<file path="src/pkg/dalu_regs.vh">
// Register map, field positions, reset values and mode codes of the decimal ALU assist
`ifndef DALU_REGS_VH
`define DALU_REGS_VH
// ==========================================================
// Register byte offsets
`define DALU_OFF_CTRL 8'h00
`define DALU_OFF_CMD 8'h04
`define DALU_OFF_OPA 8'h08
`define DALU_OFF_OPB 8'h0c
`define DALU_OFF_RESULT 8'h10
`define DALU_OFF_STATUS 8'h14
`define DALU_OFF_CONV 8'h18
`define DALU_OFF_PTRS 8'h1c
// ==========================================================
// Control fields
`define DALU_CTRL_MODE_LO 0
`define DALU_CTRL_LINK 3
`define DALU_CTRL_CHAR7 4
`define DALU_CTRL_SHIFT_LEG 5
`define DALU_CTRL_BIAS 6
`define DALU_CTRL_CIN 7
`define DALU_CTRL_DST_LO 8
`define DALU_CTRL_SRC_LO 10
`define DALU_CTRL_LEN_LO 12
`define DALU_CTRL_DTB 14
`define DALU_CTRL_RESET 15'h0000
// ==========================================================
// Command fields
`define DALU_CMD_EXEC 0
`define DALU_CMD_SHORTEN 1
`define DALU_CMD_SUB 3
`define DALU_CMD_K_LO 4
`define DALU_CMD_NEG 7
`define DALU_CMD_CLR 8
// ==========================================================
// Status fields
`define DALU_ST_CARRY 0
`define DALU_ST_LINK 1
`define DALU_ST_ZTRACK 2
`define DALU_ST_CCNE 3
`define DALU_ST_BORROW 4
// ==========================================================
// ALU mode codes
`define DALU_M_ADD 3'h0
`define DALU_M_FIXP 3'h1
`define DALU_M_FIXU 3'h2
`define DALU_M_PACK 3'h3
`define DALU_M_ADJ 3'h4
`define DALU_M_MERGE 3'h5
`define DALU_M_UNLP 3'h6
`define DALU_M_UNLU 3'h7
// ==========================================================
// Constants
`define DALU_BIAS6 16'h6666
`define DALU_ZONE8 4'hb
`define DALU_ZONE7 4'h3
`define DALU_PTRS_RESET 32'h00000000
`endif

</file>
<file path="src/hw/dalu_conv.v">
// Shared binary/BCD conversion tables
`timescale 1ns/100ps
module dalu_conv (
  // Inputs
  input wire [6:0] bin7,
  input wire [15:0] bcd,
  input wire dtb_sel,
  // Result
  output wire [15:0] out
);
  wire [6:0] rem;
  wire [6:0] tens;
  wire [6:0] ones;
  wire [13:0] low_bin;
  wire [13:0] high_bin;
  assign rem = (bin7 > 7'd99) ? bin7 - 7'd100 : bin7;
  assign tens = rem / 7'd10;
  assign ones = rem % 7'd10;
  assign low_bin = {10'h000, bcd[7:4]} * 14'd10 + {10'h000, bcd[3:0]}; // [RQ11]
  assign high_bin = {10'h000, bcd[15:12]} * 14'd1000 + {10'h000, bcd[11:8]} * 14'd100; // [RQ12]
  // Inactive select means binary to decimal
  // Remainder below 100, so both digits fit a nibble
  assign out = dtb_sel ? {2'b00, low_bin + high_bin} : {8'h00, tens[3:0], ones[3:0]}; // [RQ9] [RQ10]
endmodule // dalu_conv

</file>
<file path="src/hw/dalu_nib.v">
// One nibble of the decimal adder with excess-6 removal
`timescale 1ns/100ps
module dalu_nib (
  // Operands
  input wire [3:0] a,
  input wire [3:0] b,
  input wire cin,
  // Results
  output wire [3:0] sum,
  output wire cout,
  output wire [3:0] fix
);
  wire [4:0] full;
  assign full = {1'b0, a} + {1'b0, b} + {4'h0, cin};
  assign sum = full[3:0];
  assign cout = full[4];
  // No carry out means the bias is still in the digit
  assign fix = cout ? full[3:0] : full[3:0] - 4'h6; // [RQ24]
endmodule // dalu_nib

</file>
<file path="src/hw/dalu_top.v">
// Decimal ALU assist: APB registers, decimal merge modes, bias logic, shortening
//
// Behaviour
// (RQ1) Link output needs link and tracked nibble match
// (RQ2) Alignment code picks which nibbles are tracked
// (RQ3) Unpack zone is hex B, or 3 in 7-bit
// (RQ4) Mode field selects the four decimal modes
// (RQ5) Alignment shift passes B, or A when set
// (RQ6) Merge takes leading N nibbles from A
// (RQ7) Packed unload places A at destination window
// (RQ8) Unpacked unload uses same selection per byte
// (RQ9) Binary-to-decimal maps result bits 9-15 to BCD; the code converts result_r[7:1]
// (RQ10) Inactive decimal-to-binary select means binary-to-decimal
// (RQ11) Active select converts low two digits to binary
// (RQ12) Upper digits give hundreds; sum gives full binary
// (RQ13) Pack four character digits into sixteen bits
// (RQ14) Excess-6 bias added before add, removed after
// (RQ15) Unpack to characters in same step as removal
// (RQ16) Negative differential shortens destination, positive source
// (RQ17) Nonzero digit lost from destination flags not-equal
// (RQ18) Subtract borrows when skipped source digit nonzero
// (RQ19) Source shorten updates length, pointer, alignment flops
// (RQ20) Destination shorten moves only its pointer
// (RQ21) Align flops hold destination, source, length codes
// (RQ22) One add operation, sign controls give subtraction
// (RQ23) Per-nibble detects NANDed into zero tracking flag
// (RQ24) Nibbles without carry lose six, others kept
// (RQ25) Unpacked unload, zero codes, zero length: all A
//
// Local design decisions: the APB interface to the registers and the register offsets.
`timescale 1ns/100ps
`include "dalu_regs.vh"
module dalu_top (
  // APB clock and reset
  input wire pclk,
  input wire presetn,
  // APB request
  input wire psel,
  input wire penable,
  input wire pwrite,
  input wire [7:0] paddr,
  input wire [31:0] pwdata,
  // APB answer
  output reg [31:0] prdata,
  output reg pready,
  output reg pslverr,
  // Datapath status
  output reg zero_track_flag,
  output reg link_out
);
  // ==========================================================
  // Registers
  reg [14:0] ctrl_r;
  reg [31:0] opa_r;
  reg [31:0] opb_r;
  reg [31:0] result_r;
  reg carry_r;
  reg cc_ne_r;
  reg borrow_r;
  reg [15:0] conv_r;
  reg [7:0] src_len_r;
  reg [7:0] src_ptr_r;
  reg [7:0] dst_ptr_r;
  reg [7:0] dst_len_r;

  wire [2:0] alu_mode_field;
  wire [1:0] dst_align;
  wire [1:0] src_align;
  wire [1:0] len_code;
  wire link_in;
  wire char7;
  wire shift_leg_select;
  wire dec_to_bin_select;
  // Align flops: destination, source, then length pair
  assign alu_mode_field = ctrl_r[`DALU_CTRL_MODE_LO +: 3];
  assign dst_align = ctrl_r[`DALU_CTRL_DST_LO +: 2]; // [RQ21]
  assign src_align = ctrl_r[`DALU_CTRL_SRC_LO +: 2]; // [RQ21]
  assign len_code = ctrl_r[`DALU_CTRL_LEN_LO +: 2]; // [RQ21]
  assign link_in = ctrl_r[`DALU_CTRL_LINK];
  assign char7 = ctrl_r[`DALU_CTRL_CHAR7];
  assign shift_leg_select = ctrl_r[`DALU_CTRL_SHIFT_LEG];
  assign dec_to_bin_select = ctrl_r[`DALU_CTRL_DTB];

  // ==========================================================
  // APB decode
  wire setup_ph;
  wire access_ph;
  wire wr_en;
  reg mapped;
  assign setup_ph = psel & ~penable;
  assign access_ph = psel & penable & pready;
  assign wr_en = access_ph & pwrite & mapped;

  always @* begin
    case (paddr)
      `DALU_OFF_CTRL, `DALU_OFF_CMD, `DALU_OFF_OPA, `DALU_OFF_OPB,
      `DALU_OFF_RESULT, `DALU_OFF_STATUS, `DALU_OFF_CONV,
      `DALU_OFF_PTRS: mapped = 1'b1;
      default: mapped = 1'b0;
    endcase
  end

  wire cmd_wr;
  wire exec_go;
  wire shorten_go;
  wire [2:0] skip_k;
  assign cmd_wr = wr_en && (paddr == `DALU_OFF_CMD);
  assign exec_go = cmd_wr & pwdata[`DALU_CMD_EXEC];
  assign shorten_go = cmd_wr & pwdata[`DALU_CMD_SHORTEN];
  assign skip_k = pwdata[`DALU_CMD_K_LO +: 3];

  // ==========================================================
  // Adder with optional excess-6 bias on the B leg
  wire [15:0] add_b;
  wire [15:0] sum16;
  wire [15:0] fix16;
  wire [4:0] nib_c;
  // Bias lets decimal carries fall out of binary nibble adds
  assign add_b = ctrl_r[`DALU_CTRL_BIAS] ? `DALU_BIAS6 : opb_r[15:0]; // [RQ14]
  // Subtraction is software-complemented operand plus carry-in
  assign nib_c[0] = ctrl_r[`DALU_CTRL_CIN]; // [RQ22]

  genvar g;
  generate
    for (g = 0; g < 4; g = g + 1) begin : g_nib
      dalu_nib u_nib (
        .a(opa_r[4*g +: 4]),
        .b(add_b[4*g +: 4]),
        .cin(nib_c[g]),
        .sum(sum16[4*g +: 4]),
        .cout(nib_c[g+1]),
        .fix(fix16[4*g +: 4])
      );
    end
  endgenerate

  // ==========================================================
  // Nibble selection for decimal merge modes
  // Bit 3 of sel_a is the leftmost nibble (position 1)
  reg [3:0] sel_a;
  reg [2:0] merge_n;
  reg [2:0] win_p;
  reg [3:0] pos;
  integer i;
  always @* begin
    sel_a = 4'h0;
    merge_n = {1'b0, src_align - dst_align}; // [RQ6]
    win_p = {1'b0, dst_align} + 3'h1;
    pos = 4'h0;
    for (i = 0; i < 4; i = i + 1) begin
      pos = 4'd4 - i[3:0];
      case (alu_mode_field)
        `DALU_M_ADJ: sel_a[i] = shift_leg_select; // [RQ4] [RQ5]
        `DALU_M_MERGE: sel_a[i] = (pos <= {1'b0, merge_n}); // [RQ4] [RQ6]
        `DALU_M_UNLP, `DALU_M_UNLU: begin
          // Zero length takes all of A; window clips at nibble one
          if (len_code == 2'b00) begin
            sel_a[i] = 1'b1; // [RQ7] [RQ25]
          end else begin
            sel_a[i] = (pos <= {1'b0, win_p}) &&
                       (pos + {2'b00, len_code} > {1'b0, win_p}); // [RQ4] [RQ7] [RQ8]
          end
        end
        default: sel_a[i] = 1'b0;
      endcase
    end
  end

  // ==========================================================
  // Result mux
  reg [31:0] res_nxt;
  reg carry_nxt;
  wire [3:0] zone;
  assign zone = char7 ? `DALU_ZONE7 : `DALU_ZONE8; // [RQ3]
  integer j;
  always @* begin
    res_nxt = 32'h00000000;
    carry_nxt = carry_r;
    case (alu_mode_field)
      `DALU_M_ADD: begin
        res_nxt = {16'h0000, sum16};
        carry_nxt = nib_c[4];
      end
      `DALU_M_FIXP: begin
        res_nxt = {16'h0000, fix16}; // [RQ14] [RQ24]
        carry_nxt = nib_c[4];
      end
      `DALU_M_FIXU: begin
        // Removal and expansion share the step
        res_nxt = {zone, fix16[15:12], zone, fix16[11:8],
                   zone, fix16[7:4], zone, fix16[3:0]}; // [RQ15] [RQ3]
        carry_nxt = nib_c[4];
      end
      `DALU_M_PACK: begin
        // Only the character zone bits are dropped
        res_nxt = {16'h0000, opa_r[27:24], opa_r[19:16],
                   opa_r[11:8], opa_r[3:0]}; // [RQ13]
      end
      `DALU_M_UNLU: begin
        for (j = 0; j < 4; j = j + 1) begin
          res_nxt[8*j +: 8] = sel_a[j] ? opa_r[8*j +: 8] : opb_r[8*j +: 8]; // [RQ8]
        end
      end
      default: begin
        for (j = 0; j < 4; j = j + 1) begin
          res_nxt[4*j +: 4] = sel_a[j] ? opa_r[4*j +: 4] : opb_r[4*j +: 4];
        end
      end
    endcase
  end

  // ==========================================================
  // Zero tracking on the stored result and carry
  reg [3:0] nibble_nonzero_detect;
  reg [3:0] tracked;
  wire [15:0] high_alu_result;
  wire high_alu_carry_out;
  assign high_alu_result = result_r[15:0];
  assign high_alu_carry_out = carry_r;
  integer k;
  always @* begin
    case (dst_align)
      2'b00: tracked = 4'hf; // [RQ2]
      2'b11: tracked = 4'h7; // [RQ2]
      default: tracked = 4'h3; // [RQ2]
    endcase
    for (k = 0; k < 4; k = k + 1) begin
      // Untracked nibbles never veto
      nibble_nonzero_detect[k] = link_in & (~tracked[k] |
        (high_alu_carry_out ? (high_alu_result[4*k +: 4] == 4'h0)
                            : (high_alu_result[4*k +: 4] == 4'h6))); // [RQ1]
    end
  end

  // ==========================================================
  // Conversion tables
  wire [15:0] conv_out;
  dalu_conv u_conv (
    .bin7(result_r[7:1]),
    .bcd(result_r[15:0]),
    .dtb_sel(dec_to_bin_select),
    .out(conv_out)
  );

  // ==========================================================
  // Shortening: skipped digits come from the low nibbles of A
  reg [15:0] skip_mask;
  wire skip_nz;
  wire [7:0] k8;
  always @* begin
    case (skip_k)
      3'h0: skip_mask = 16'h0000;
      3'h1: skip_mask = 16'h000f;
      3'h2: skip_mask = 16'h00ff;
      3'h3: skip_mask = 16'h0fff;
      default: skip_mask = 16'hffff;
    endcase
  end
  assign skip_nz = |(opa_r[15:0] & skip_mask);
  assign k8 = {5'h00, skip_k};

  // ==========================================================
  // Register writes and datapath updates
  always @(posedge pclk or negedge presetn) begin
    if (!presetn) begin
      ctrl_r <= `DALU_CTRL_RESET;
      opa_r <= 32'h00000000;
      opb_r <= 32'h00000000;
      result_r <= 32'h00000000;
      carry_r <= 1'b0;
      cc_ne_r <= 1'b0;
      borrow_r <= 1'b0;
      conv_r <= 16'h0000;
      {dst_len_r, dst_ptr_r, src_ptr_r, src_len_r} <= `DALU_PTRS_RESET;
    end else begin
      conv_r <= conv_out;
      if (wr_en && paddr == `DALU_OFF_CTRL) begin
        ctrl_r <= pwdata[14:0];
      end
      if (wr_en && paddr == `DALU_OFF_OPA) begin
        opa_r <= pwdata;
      end
      if (wr_en && paddr == `DALU_OFF_OPB) begin
        opb_r <= pwdata;
      end
      if (wr_en && paddr == `DALU_OFF_PTRS) begin
        {dst_len_r, dst_ptr_r, src_ptr_r, src_len_r} <= pwdata;
      end
      if (exec_go) begin
        result_r <= res_nxt;
        carry_r <= carry_nxt;
      end
      // Clear first so a same-cycle event wins
      if (cmd_wr && pwdata[`DALU_CMD_CLR]) begin
        cc_ne_r <= 1'b0;
        borrow_r <= 1'b0;
      end
      if (shorten_go) begin
        if (pwdata[`DALU_CMD_NEG]) begin
          dst_ptr_r <= dst_ptr_r - k8; // [RQ16] [RQ20]
          if (skip_nz) begin
            cc_ne_r <= 1'b1; // [RQ17]
          end
        end else begin
          src_len_r <= src_len_r - k8; // [RQ16] [RQ19]
          src_ptr_r <= src_ptr_r - k8; // [RQ19]
          ctrl_r[`DALU_CTRL_SRC_LO +: 2] <= src_align - skip_k[1:0]; // [RQ19]
          if (pwdata[`DALU_CMD_SUB] && skip_nz) begin
            borrow_r <= 1'b1; // [RQ18]
          end
        end
      end
    end
  end

  // ==========================================================
  // Status outputs, registered
  always @(posedge pclk or negedge presetn) begin
    if (!presetn) begin
      zero_track_flag <= 1'b1;
      link_out <= 1'b0;
    end else begin
      zero_track_flag <= ~&nibble_nonzero_detect; // [RQ23]
      link_out <= &nibble_nonzero_detect; // [RQ1]
    end
  end

  // ==========================================================
  // APB read data and handshake; no wait state, data is flopped in the setup phase
  reg [31:0] rd_nxt;
  always @* begin
    case (paddr)
      `DALU_OFF_CTRL: rd_nxt = {17'h00000, ctrl_r};
      `DALU_OFF_OPA: rd_nxt = opa_r;
      `DALU_OFF_OPB: rd_nxt = opb_r;
      `DALU_OFF_RESULT: rd_nxt = result_r;
      `DALU_OFF_STATUS: rd_nxt = {27'h0000000, borrow_r, cc_ne_r,
                                  zero_track_flag, link_out, carry_r};
      `DALU_OFF_CONV: rd_nxt = {16'h0000, conv_r};
      `DALU_OFF_PTRS: rd_nxt = {dst_len_r, dst_ptr_r, src_ptr_r, src_len_r};
      default: rd_nxt = 32'h00000000;
    endcase
  end

  always @(posedge pclk or negedge presetn) begin
    if (!presetn) begin
      prdata <= 32'h00000000;
      pready <= 1'b0;
      pslverr <= 1'b0;
    end else begin
      pready <= setup_ph;
      pslverr <= setup_ph & ~mapped;
      if (setup_ph && !pwrite) begin
        prdata <= rd_nxt;
      end
    end
  end
endmodule // dalu_top

</file>
<file path="config.mk">
export PLATFORM = sky130hd
export DESIGN_NAME = dalu_top
export DESIGN_NICKNAME = d
export VERILOG_FILES = /design/src/hw/dalu_conv.v /design/src/hw/dalu_nib.v /design/src/hw/dalu_top.v
export VERILOG_INCLUDE_DIRS = /design/src /design/src/pkg
export SDC_FILE = /design/constraint.sdc
export NUM_CORES = 1
export LEC_CHECK = 0
export BUFFER_PORTS_ARGS = -buffer_cell sky130_fd_sc_hd__buf_2
export CORE_UTILIZATION = 56
export CTS_BUF_LIST = sky130_fd_sc_hd__clkbuf_16
export DETAILED_ROUTE_END_ITERATION = 8
export PLACE_DENSITY = 0.76
export SETUP_SLACK_MARGIN = 0.15
export SYNTH_ARGS = -nofsm -noshare
export SYNTH_HDL_FRONTEND = slang
export SYNTH_SLANG_ARGS = --single-unit
export TNS_END_PERCENT = 20
</file>
<file path="constraint.sdc">
create_clock -name pclk -period 6.1 [get_ports pclk]
set_input_delay 0 -clock pclk [delete_from_list [all_inputs] [get_ports pclk]]
set_output_delay 0 -clock pclk [all_outputs]
set_load 0.05 [all_outputs]
</file>
Yosys cells after proc, flatten, opt, wreduce, memory -nomap -nowiden
Memories as Yosys holds them, arrays and structs flattened.
Index checks and enable logic that the tools add are counted.

word-level totals
  ROM bits = 32
  bits of input ports = 45
  register bits after elaboration = 198
  output and inout port bits = 36
  memories kept = 1
  logic and storage cells = 190

operators by class
  add/sub/neg operators = 26
  equal/unequal tests = 22
  reductions and logical operators = 29
  magnitude comparators = 12
  divide/modulo/power cells = 2
  mux-type cells = 54
  bitwise logic cells = 23
  $mul = 3

memories
  name             words  bits a word  rd ports  clocked after Yosys merged registers in  write ports  line           source
  (no name shown)  32     1            1         0                                        0            dalu_top.v:95  case (paddr)

operator list
  operator               count
  $pmux W32 S7           1
  $mux W8                13
  $pmux W16 S5           1
  $pmux W16 S4           1
  $mux W4                9
  $eq A8 B5 Y1 const B   4
  $pmux W16 S2           1
  $sub A8 B3 Y8          3
  $add A4 B4 Y5          4
  $add A5 B1 Y5          4
  $mux W1                17
  $and A16 B16 Y16       1
  $eq A4 B3 Y1 const B   4
  $eq A8 B4 Y1 const B   2
  $logic_not A4 Y1       4
  $mux W16               1
  $reduce_or A16 Y1      1
  $sub A4 B3 Y4 const B  4
  $add A14 B11 Y14       1
  $add A14 B14 Y14       1
  $mux W14               1
  $and A1 B1 Y1          12
  $eq A3 B2 Y1 const B   4
  $eq A3 B3 Y1 const B   4
  other kinds (40)       73

Depth between registers and ports, before layout
Gate-level depths: netlist (run 1).

  depth after elaboration = 10
  gate-level depth with buffers = 28
  gate-level depth less buffers = 26

Cells and area by module
Synthesis (run 1) repeated with hierarchy kept, for this count alone.

second synthesis, totals
  cell total of the unflattened synthesis = 1448
  area total of the unflattened synthesis = 13929.6 µm²

modules (own cells, without submodules)
  module     instances  area each (µm²)  sequential area each (µm²)  cells an instance
  dalu_top   1          10727.8          4956.0                      1050
  dalu_conv  1          2346.0           0.0                         294
  dalu_nib   4          214.0            0.0                         26

Worst setup path after synthesis (run 1)
No wires, ideal clock.

  path kind = reg2reg
  start = register ctrl_r[6]
  end = register result_r[15]
  clock period less this slack = 6181 ps
  path slack = -81 ps
  stages on the path, launching flop included = 29
  data required time = 5964 ps
  library setup time = 136 ps
  path buffers = 2
  arrival = 6045 ps
  path through = dfrtp_1 -> clkbuf_1 -> nand2b_1 -> fa_1 -> inv_1 -> fa_1 -> a21o_1 -> a21oi_1 -> fa_1 -> inv_1 -> fa_1 -> a21o_1 -> a21oi_1 -> fa_1 -> fa_1 -> nor2b_1 -> o21ai_0 -> nand2b_1 -> clkbuf_1 -> fa_1 -> fa_1 -> xor2_1 -> ha_1 -> nor2_1 -> nand2_1 -> mux2_2 -> o221ai_1 -> o221a_2 -> o21ai_0

between the ends
  longest elaborated chain between the ends = 9
  elaborated cells between the ends (all ways) = 12
  those cells by class = add/sub: 9; mux: 3

ends and longest elaborated chain
  what                               line            source
  from (decl)                        dalu_top.v:53   reg [14:0] ctrl_r;
  from (signal assigned)             dalu_top.v:266  ctrl_r <= `DALU_CTRL_RESET;
  from (signal assigned)             dalu_top.v:278  ctrl_r <= pwdata[14:0];
  from (signal, indexed assignment)  dalu_top.v:307  ctrl_r[`DALU_CTRL_SRC_LO +: 2] <= src_align - skip_k[1:0];
  $mux W16 (*)                       dalu_top.v:119  assign add_b = ctrl_r[`DALU_CTRL_BIAS] ? `DALU_BIAS6 : opb_r[15:0];
  $add A4 B4 Y5                      dalu_nib.v:14   assign full = {1'b0, a} + {1'b0, b} + {4'h0, cin};
  $add A5 B1 Y5 (3 in a row)         dalu_nib.v:14
  $add A5 B1 Y5 (*)                  dalu_nib.v:14
  $sub A4 B3 Y4                      dalu_nib.v:18   assign fix = cout ? full[3:0] : full[3:0] - 4'h6;
  $mux W4                            dalu_nib.v:18
  $pmux W16 S5 (*)                   dalu_top.v:179  case (alu_mode_field)
  to (signal assigned)               dalu_top.v:290  result_r <= res_nxt;
  to (decl)                          dalu_top.v:56   reg [31:0] result_r;

Mark *: on every way between the ends. The rest lies on a longest branch, timed or not.
A chain may end at the register's enable or synchronous reset.

Worst setup path in the final report (run 1)
Same ends and word-level chain as after synthesis.

==> results of run 1 <==
logic make-up (layout without fill, tap and decap cells):
family,after synthesis,count (layout),synth area share
xor+xnor,40,40,0.02555
compound gates,370,370,0.1809
fa+ha+maj,123,123,0.1283
buf+inv,176,275,0.05018
simple gates,380,380,0.1318
flops,196,196,0.3578
mux,159,159,0.1255
stage by stage:
step / utilization / total power (W)
floorplan: - / 0.001570
detailed placement: 0.6067 / 0.001683
CTS: 0.6468 / 0.002850
global placement: 0.6067 / 0.001678
global route: 0.6481 / 0.002933
finish: 0.6481 / 0.002837
path summary, 6_finish.rpt:
path,startpoint,to,cells past startpoint
max in group asynchronous,presetn,opb_r[6],3
min reg2reg,dst_len_r[3],dst_len_r[3],2
min in group asynchronous,presetn,prdata[24],2
max reg2reg,ctrl_r[6],result_r[15],24
min,paddr[7],pslverr,4
max,ctrl_r[6],result_r[15],24
power by group:
group          switching, W  internal, W
Sequential        0.0000189      0.00133
Clock              0.000605     0.000559
Combinational      0.000229    0.0000913
registers in the layout, indices dropped and copies added (netlist names), 8 cells and up:
name,flops
dst_len_r,8
conv_r,14
opb_r,32
prdata,32
result_r,32
src_len_r,8
src_ptr_r,8
opa_r,32
dst_ptr_r,8
ctrl_r,15
timing repair:
action,in CTS,in global routing
setup endpoints to repair,0,3
setup buffers,0,1
hold buffers,35,0
hold endpoints to repair,193,0
gates resized for setup,0,9
per-layer routing:
layer / vias to the layer above / global-route usage / wire (um)
li1: 5336 / - / -
met1: 5749 / 0.4643 / 17600
met2: 516 / 0.5017 / 17770
met3: 58 / 0.05825 / 3166
met4: 0 / 0.09386 / 766
met5: - / 0 / 0
worst max-delay path, stage by stage, from the launching register on:
cell	delay [ns]
sky130_fd_sc_hd__dfrtp_2	0.45
sky130_fd_sc_hd__or2_2	0.33
sky130_fd_sc_hd__fa_1	0.43
sky130_fd_sc_hd__a21o_1	0.21
sky130_fd_sc_hd__a21oi_2	0.17
sky130_fd_sc_hd__fa_1	0.18
sky130_fd_sc_hd__inv_1	0.06
sky130_fd_sc_hd__fa_1	0.40
sky130_fd_sc_hd__a21o_1	0.19
sky130_fd_sc_hd__a21oi_2	0.20
sky130_fd_sc_hd__fa_2	0.26
sky130_fd_sc_hd__fa_2	0.22
sky130_fd_sc_hd__nor2b_1	0.06
sky130_fd_sc_hd__o21ai_2	0.12
sky130_fd_sc_hd__nand2b_1	0.12
sky130_fd_sc_hd__fa_2	0.40
sky130_fd_sc_hd__fa_2	0.36
sky130_fd_sc_hd__a21o_1	0.18
sky130_fd_sc_hd__a21o_1	0.25
sky130_fd_sc_hd__nor2_4	0.15
sky130_fd_sc_hd__nand2_1	0.07
sky130_fd_sc_hd__mux2_2	0.27
sky130_fd_sc_hd__o221ai_1	0.18
sky130_fd_sc_hd__o221a_2	0.20
sky130_fd_sc_hd__o21ai_0	0.06
synthesized netlist by cell type (all sizes together) (16+ instances only):
cell type	number
mux2	98
mux2i	61
a222oi	18
buf	21
o21ai	85
nor2	104
inv	105
nor3	21
nand2b	16
ha	91
o22ai	29
fa	30
a21oi	101
nand2	136
xnor2	27
dfrtp	195
clkbuf	48
nand3	21
layout make-up:
| class | count | area (sq um) |
|---|---|---|
| fillers | 1933 | 8359 |
| well taps | 319 | 399.1 |
| flip-flops and latches | 196 | 4907 |
| clock inverters | 15 | 176.4 |
| repair buffers | 136 | 917.1 |
| multi-input cells | 1072 | 8167 |
| clock buffers | 17 | 425.4 |
| inverters | 107 | 401.6 |
==> metrics, run 1 <==
count of final max-slew check failures 0; Port Buffers 80; count of H-tree levels built during CTS 4; timing-limited maximum frequency approximately 180 MHz; final std cell area, no fill approximately 15000 sq um; Global Route Usage Sum 0.3245; via count normalized by instance count roughly 6.3; maximum ir drop on the vdd rail around 0.22 mV; P_leak about 7.4 nW; transition at the pin with the smallest max-transition slack approximately 1.2 ns; length of the first detailed-routing pass in iterations 6; maximum number of pins on one net before global-route repair between 80 and 90; Via Count roughly 12k; number of different library cells in the post-synthesis netlist 84; synthesized flop and latch total roughly 200; signed area change from the synthesized netlist to the final layout 12.25%; clock transition at the register clock pins on the worst setup and hold paths after CTS approximately 0.090 ns; global-route wire length before repair 61.47 mm; count of nets after finishing roughly 1.7k; total negative slack 0 ns; vias in the first global route approximately 11k; number of design-rule violations left by the first detailed-router iteration ~1.2k; highest-count cells in the layout ignoring fill and taps sky130_fd_sc_hd__dfrtp_1 (194), sky130_fd_sc_hd__nand2_1 (136), sky130_fd_sc_hd__inv_1 (105); part of the Yosys area used for sequential elements 0.3578; number of synthesized flops with an enable pin 0; Initial Utilization 0.5773; insertion delay to the later sink of the worst-skew pair between 0.4 and 0.5 ns; Fin. Hold Viols 0; setup clock skew after layout about 0.011 ns; number of cell rows 56; Min Clock Period, post-route approximately 5.7 ns; YS warnings 0; DRC violations left 0; fraction of layout cells with a size suffix above 1 0.1866; placed instance count 1794; post-detailed-route wirelength per cell roughly 21 um; synthesized area divided by synthesized cell count ~9.5 sq um; placer's final routability congestion estimate a little under 1; post-detailed-routing wire length approximately 40 mm; Synth area leaders sky130_fd_sc_hd__dfrtp_1 (36%), sky130_fd_sc_hd__ha_1 (8.3%), sky130_fd_sc_hd__mux2_2 (8.0%); number of clock sinks seen by CTS a little under 200; worst slack at placement roughly 0.27 ns; CTS tree yes; Post-Synthesis Net Count ~1.6k; number of buffers on the longest clock path 2; minimum hold slack a little over 0.006 ns; run status completed; io pins approximately 80; post-synthesis instance area about 14000 sq um; required time of the critical path 6.41 ns; data arrival time of the critical path a little under 6 ns; crit-path max FO 6; antenna violations before repair 1; share of the clock period used by the worst path 0.9272; die area 25120 sq um; path category of the worst min-delay check in -> reg; category of the most critical setup path reg -> reg; antenna cell count 0; primary flip-flop cell chosen by synthesis mapping sky130_fd_sc_hd__dfrtp_1; area of placed instances 14410 sq um; post-synthesis instance total approximately 1.4k; core area 23750 sq um; worst rel slew slack 0.1904; Synth async-reset ratio 1.000; final critical-path setup slack ~0.44 ns; clock buffer count from CTS 17; post-synthesis cell type with the largest combined area sky130_fd_sc_hd__dfrtp_1; max-cap violation count 0; GRT overflow 0; Critical Path End Type register; area share of the leading cell type in the synthesized netlist 0.3558; die height 158.5 um; areal power density over the cells roughly 180 nW/um^2; final cell count without fillers 1862; number of failing setup endpoints in the final timing report 0; slack of the worst reg-to-reg path about 0.44 ns; setup repair after global routing missed its margin no; leading cell type in the layout, fill and taps excluded sky130_fd_sc_hd__dfrtp_1; root cell of the clock tree sky130_fd_sc_hd__clkbuf_16; die width between 150 and 200 um; antenna violation net count after detailed routing 0; Setup crit start kind register; detailed placement HPWL around 28 mm
No activity file was read; power rests on OpenSTA's default activity.
==> run 2: changes to the inputs <==
ABC_AREA = 1   (was unset)
TNS_END_PERCENT = 10   (was 20)
==> metrics, run 2 <==
run status completed (unchanged); count of final max-slew check failures 0 (unchanged); total setup buffers inserted after CTS 0 (unchanged); Via Count 12.49k (was 11.66k); clock buffer count from CTS 17 (unchanged); minimum hold slack 0.03196 ns (was 0.006087 ns); max-cap violation count 0 (unchanged); Pwr Total 0.002550 W (was 0.002837 W); highest-count cells in the layout ignoring fill and taps sky130_fd_sc_hd__nand2_1 (330), sky130_fd_sc_hd__inv_1 (270), sky130_fd_sc_hd__o21ai_0 (207) (was sky130_fd_sc_hd__dfrtp_1 (194), sky130_fd_sc_hd__nand2_1 (136), sky130_fd_sc_hd__inv_1 (105)); primary flip-flop cell chosen by synthesis mapping sky130_fd_sc_hd__dfrtp_1 (unchanged); synthesized flop and latch total 196 (unchanged); count of H-tree levels built during CTS 4 (unchanged); category of the most critical setup path reg -> reg (unchanged); number of different library cells in the post-synthesis netlist 56 (was 84); part of the Yosys area used for sequential elements 0.3654 (was 0.3578); post-detailed-routing wire length 44.44 mm (was 39.31 mm); number of buffers on the longest clock path 2 (unchanged); required time of the critical path 6.41 ns (about the same); number of synthesized flops with an enable pin 0 (unchanged); GRT overflow 0 (unchanged); length of the first detailed-routing pass in iterations 7 (was 6); Post-Synthesis Net Count 1879 (was 1610); maximum number of pins on one net before global-route repair 89 (unchanged); post-synthesis instance total 1713 (was 1444); antenna violation net count after detailed routing 0 (unchanged); die height 156.8 um (was 158.5 um); Post-CTS Hold Buffers 38 (was 35); insertion delay to the later sink of the worst-skew pair 0.45 ns (about the same); dominant combinational cell family by area after synthesis compound AO/OA/AOI/OAI gates (unchanged); launching element of the worst setup path ctrl_r[6] (unchanged); synthesized area divided by synthesized cell count 7.838 sq um (was 9.497 sq um); via count normalized by instance count 5.851 (was 6.262); transition at the pin with the smallest max-transition slack 1.184 ns (was 1.210 ns); antenna violations before repair 2 (was 1); post-synthesis instance area 13430 sq um (was 13710 sq um); number of clock sinks seen by CTS 196 (unchanged); core area 23470 sq um (was 23750 sq um); timing-limited maximum frequency 180.2 MHz (was 176.8 MHz); die width 156.8 um (was 158.5 um); DRC violations left 0 (unchanged); most used standard cells in the synthesized netlist sky130_fd_sc_hd__nand2_1 (333), sky130_fd_sc_hd__inv_1 (270), sky130_fd_sc_hd__o21ai_0 (207), sky130_fd_sc_hd__dfrtp_1 (195), sky130_fd_sc_hd__ha_1 (91) (was sky130_fd_sc_hd__dfrtp_1 (195), sky130_fd_sc_hd__nand2_1 (136), sky130_fd_sc_hd__inv_1 (105), sky130_fd_sc_hd__a21oi_1 (101), sky130_fd_sc_hd__nor2_1 (100)); Simple-Gate Fraction of Synth Area 0.1688 (was 0.1318); total negative slack 0 ns (unchanged); fraction of layout cells with a size suffix above 1 0.1019 (was 0.1866); XOR/XNOR Fraction of Synth Area 0.03392 (was 0.02555); Fin. Hold Viols 0 (unchanged); antenna cell count 0 (unchanged); crit-path max FO 8 (was 6); Min Clock Period, post-route 5.549 ns (was 5.656 ns); setup repair after global routing missed its margin no (unchanged); Critical Path End Type register (unchanged); areal power density over the cells 169.0 nW/um^2 (was 184.3 nW/um^2); vias in the first global route 11.80k (was 11.06k); Global Route Usage Sum 0.3726 (was 0.3245); proportion of synthesized area in mux cells 0.0008387 (was 0.1255); Synth area leaders sky130_fd_sc_hd__dfrtp_1 (36%), sky130_fd_sc_hd__nand2_1 (9.3%), sky130_fd_sc_hd__ha_1 (8.5%) (was sky130_fd_sc_hd__dfrtp_1 (36%), sky130_fd_sc_hd__ha_1 (8.3%), sky130_fd_sc_hd__mux2_2 (8.0%)); data arrival time of the critical path 5.85 ns (was 5.97 ns); worst hold start pwdata[4] (was paddr[7]); path category of the worst min-delay check in -> reg (unchanged); setup clock skew after layout 0.01301 ns (was 0.01145 ns); fill cell count 2039 (was 1933); Initial Utilization 0.5720 (was 0.5773); detailed placement HPWL 33.41 mm (was 28.12 mm); area share of fa/ha/maj cells after synthesis 0.1295 (was 0.1283); RR Startpoint ctrl_r[6] (unchanged); worst rel slew slack 0.2077 (was 0.1904); Synth async-reset ratio 1.000 (unchanged); number of failing setup endpoints in the final timing report 0 (unchanged); leading cell type in the layout, fill and taps excluded sky130_fd_sc_hd__nand2_1 (was sky130_fd_sc_hd__dfrtp_1); area share of the leading cell type in the synthesized netlist 0.3634 (was 0.3558); CTS tree yes (unchanged); signed area change from the synthesized netlist to the final layout 12.38% (was 12.25%); maximum ir drop on the vdd rail 0.1389 mV (was 0.2232 mV); count of nets after finishing 1970 (was 1696); die area 24600 sq um (was 25120 sq um); P_leak 7.489 nW (was 7.376 nW); Port Buffers 80 (unchanged); number of design-rule violations left by the first detailed-router iteration 1121 (was 1223); number of cell rows 56 (unchanged); placed instance count 2066 (was 1794); io pins 81 (unchanged); number of gates resized after cts 0 (unchanged); global-route wire length before repair 67.58 mm (was 61.47 mm); share of the synthesized area in compound gates (AO/OA/AOI/OAI) 0.2033 (was 0.1809); share of the clock period used by the worst path 0.9096 (was 0.9272); post-detailed-route wirelength per cell 20.81 um (was 21.11 um); clock transition at the register clock pins on the worst setup and hold paths after CTS 0.07 ns (was 0.09 ns); final cell count without fillers 2135 (was 1862); dominant cell by count in the synthesized netlist sky130_fd_sc_hd__nand2_1 (was sky130_fd_sc_hd__dfrtp_1); YS warnings 0 (unchanged); post-synthesis cell type with the largest combined area sky130_fd_sc_hd__dfrtp_1 (unchanged); Setup crit start kind register (unchanged); root cell of the clock tree sky130_fd_sc_hd__clkbuf_16 (unchanged); placer's final routability congestion estimate 1.034 (was 0.9685)
run 2: cell types whose count changed after synthesis, sizes merged, moves of 21 or more:
cell	before	now
o22ai	29	57
nand2	136	349
xor2	13	38
mux2i	61	0
o21ai	85	219
nand3	21	42
inv	105	285
mux2	98	1
run 2: final cells by class:
| cell class | instances | area [sq um] | area share |
|---|---|---|---|
| inverters | 285 | 1070 | 0.07090 |
| clock inverters | 14 | 146.4 | 0.009702 |
| clock buffers | 17 | 425.4 | 0.02819 |
| well taps | 319 | 399.1 | 0.02645 |
| repair buffers | 136 | 924.6 | 0.06128 |
| multi-input cells | 1168 | 7217 | 0.4783 |
| flip-flops and latches | 196 | 4906 | 0.3252 |
run 2: kinds of logic (layout without fill, tap and decap cells):
logic type,Yosys count,in the layout
and+or+nand+nor,529,529
buffers and inverters,349,452
AOI/OAI and AO/OA,465,465
xor gates and xnor gates,52,52
muxes,1,1
DFF,196,196
adders and majority gates,121,121
run 2: stage by stage:
step	util	worst slack [ns]	area, sq um
floorplan	-	0.5745	13430
finish	0.6428	0.5512	15090
global route	0.6428	0.2481	15090
detailed placement	0.6022	0.6316	14140
global placement	0.6022	0.7179	14140
CTS	0.6428	0.6129	15090
run 2: final timing paths:
check,cells after the start,slack (ns),end
worst max-delay path,24,0.55,result_r[15]
worst min-delay path,3,0.03,ctrl_r[4]
worst max register to register,24,0.55,result_r[15]
worst min register to register,2,0.48,prdata[10]
max in group asynchronous,3,4.61,result_r[19]
min in group asynchronous,2,0.17,conv_r[6]
run 2: report_power, final:
group	total, W	internal [W]	switching (W)
registers	0.00130	0.00130	0.00000153
logic	0.000129	0.0000406	0.0000887
clock network	0.00112	0.000543	0.000576
run 2: layer usage:
metal	vias up	track usage	part of all wire
met5	-	0	0.00061
met4	4	0.1489	0.038
li1	5852	-	-
met2	609	0.5657	0.44
met3	84	0.09111	0.099
met1	5942	0.5095	0.42
run 2: worst max-delay path, cell delays in order, from the launching register on:
cell and delay, ns:
sky130_fd_sc_hd__dfrtp_1 0.50, sky130_fd_sc_hd__inv_1 0.12, sky130_fd_sc_hd__nand2_1 0.07, sky130_fd_sc_hd__fa_1 0.36, sky130_fd_sc_hd__inv_1 0.10, sky130_fd_sc_hd__fa_1 0.22, sky130_fd_sc_hd__nand3_1 0.08, sky130_fd_sc_hd__and2_1 0.24
sky130_fd_sc_hd__fa_1 0.39, sky130_fd_sc_hd__inv_1 0.10, sky130_fd_sc_hd__fa_1 0.21, sky130_fd_sc_hd__nand3_1 0.07, sky130_fd_sc_hd__and2_1 0.20, sky130_fd_sc_hd__fa_1 0.41, sky130_fd_sc_hd__fa_1 0.41, sky130_fd_sc_hd__o21ai_1 0.28
sky130_fd_sc_hd__fa_1 0.31, sky130_fd_sc_hd__fa_1 0.49, sky130_fd_sc_hd__ha_1 0.21, sky130_fd_sc_hd__nor2_1 0.12, sky130_fd_sc_hd__xor2_1 0.10, sky130_fd_sc_hd__nand2_1 0.07, sky130_fd_sc_hd__nand3_1 0.07, sky130_fd_sc_hd__a211oi_1 0.22
sky130_fd_sc_hd__a21oi_1 0.06
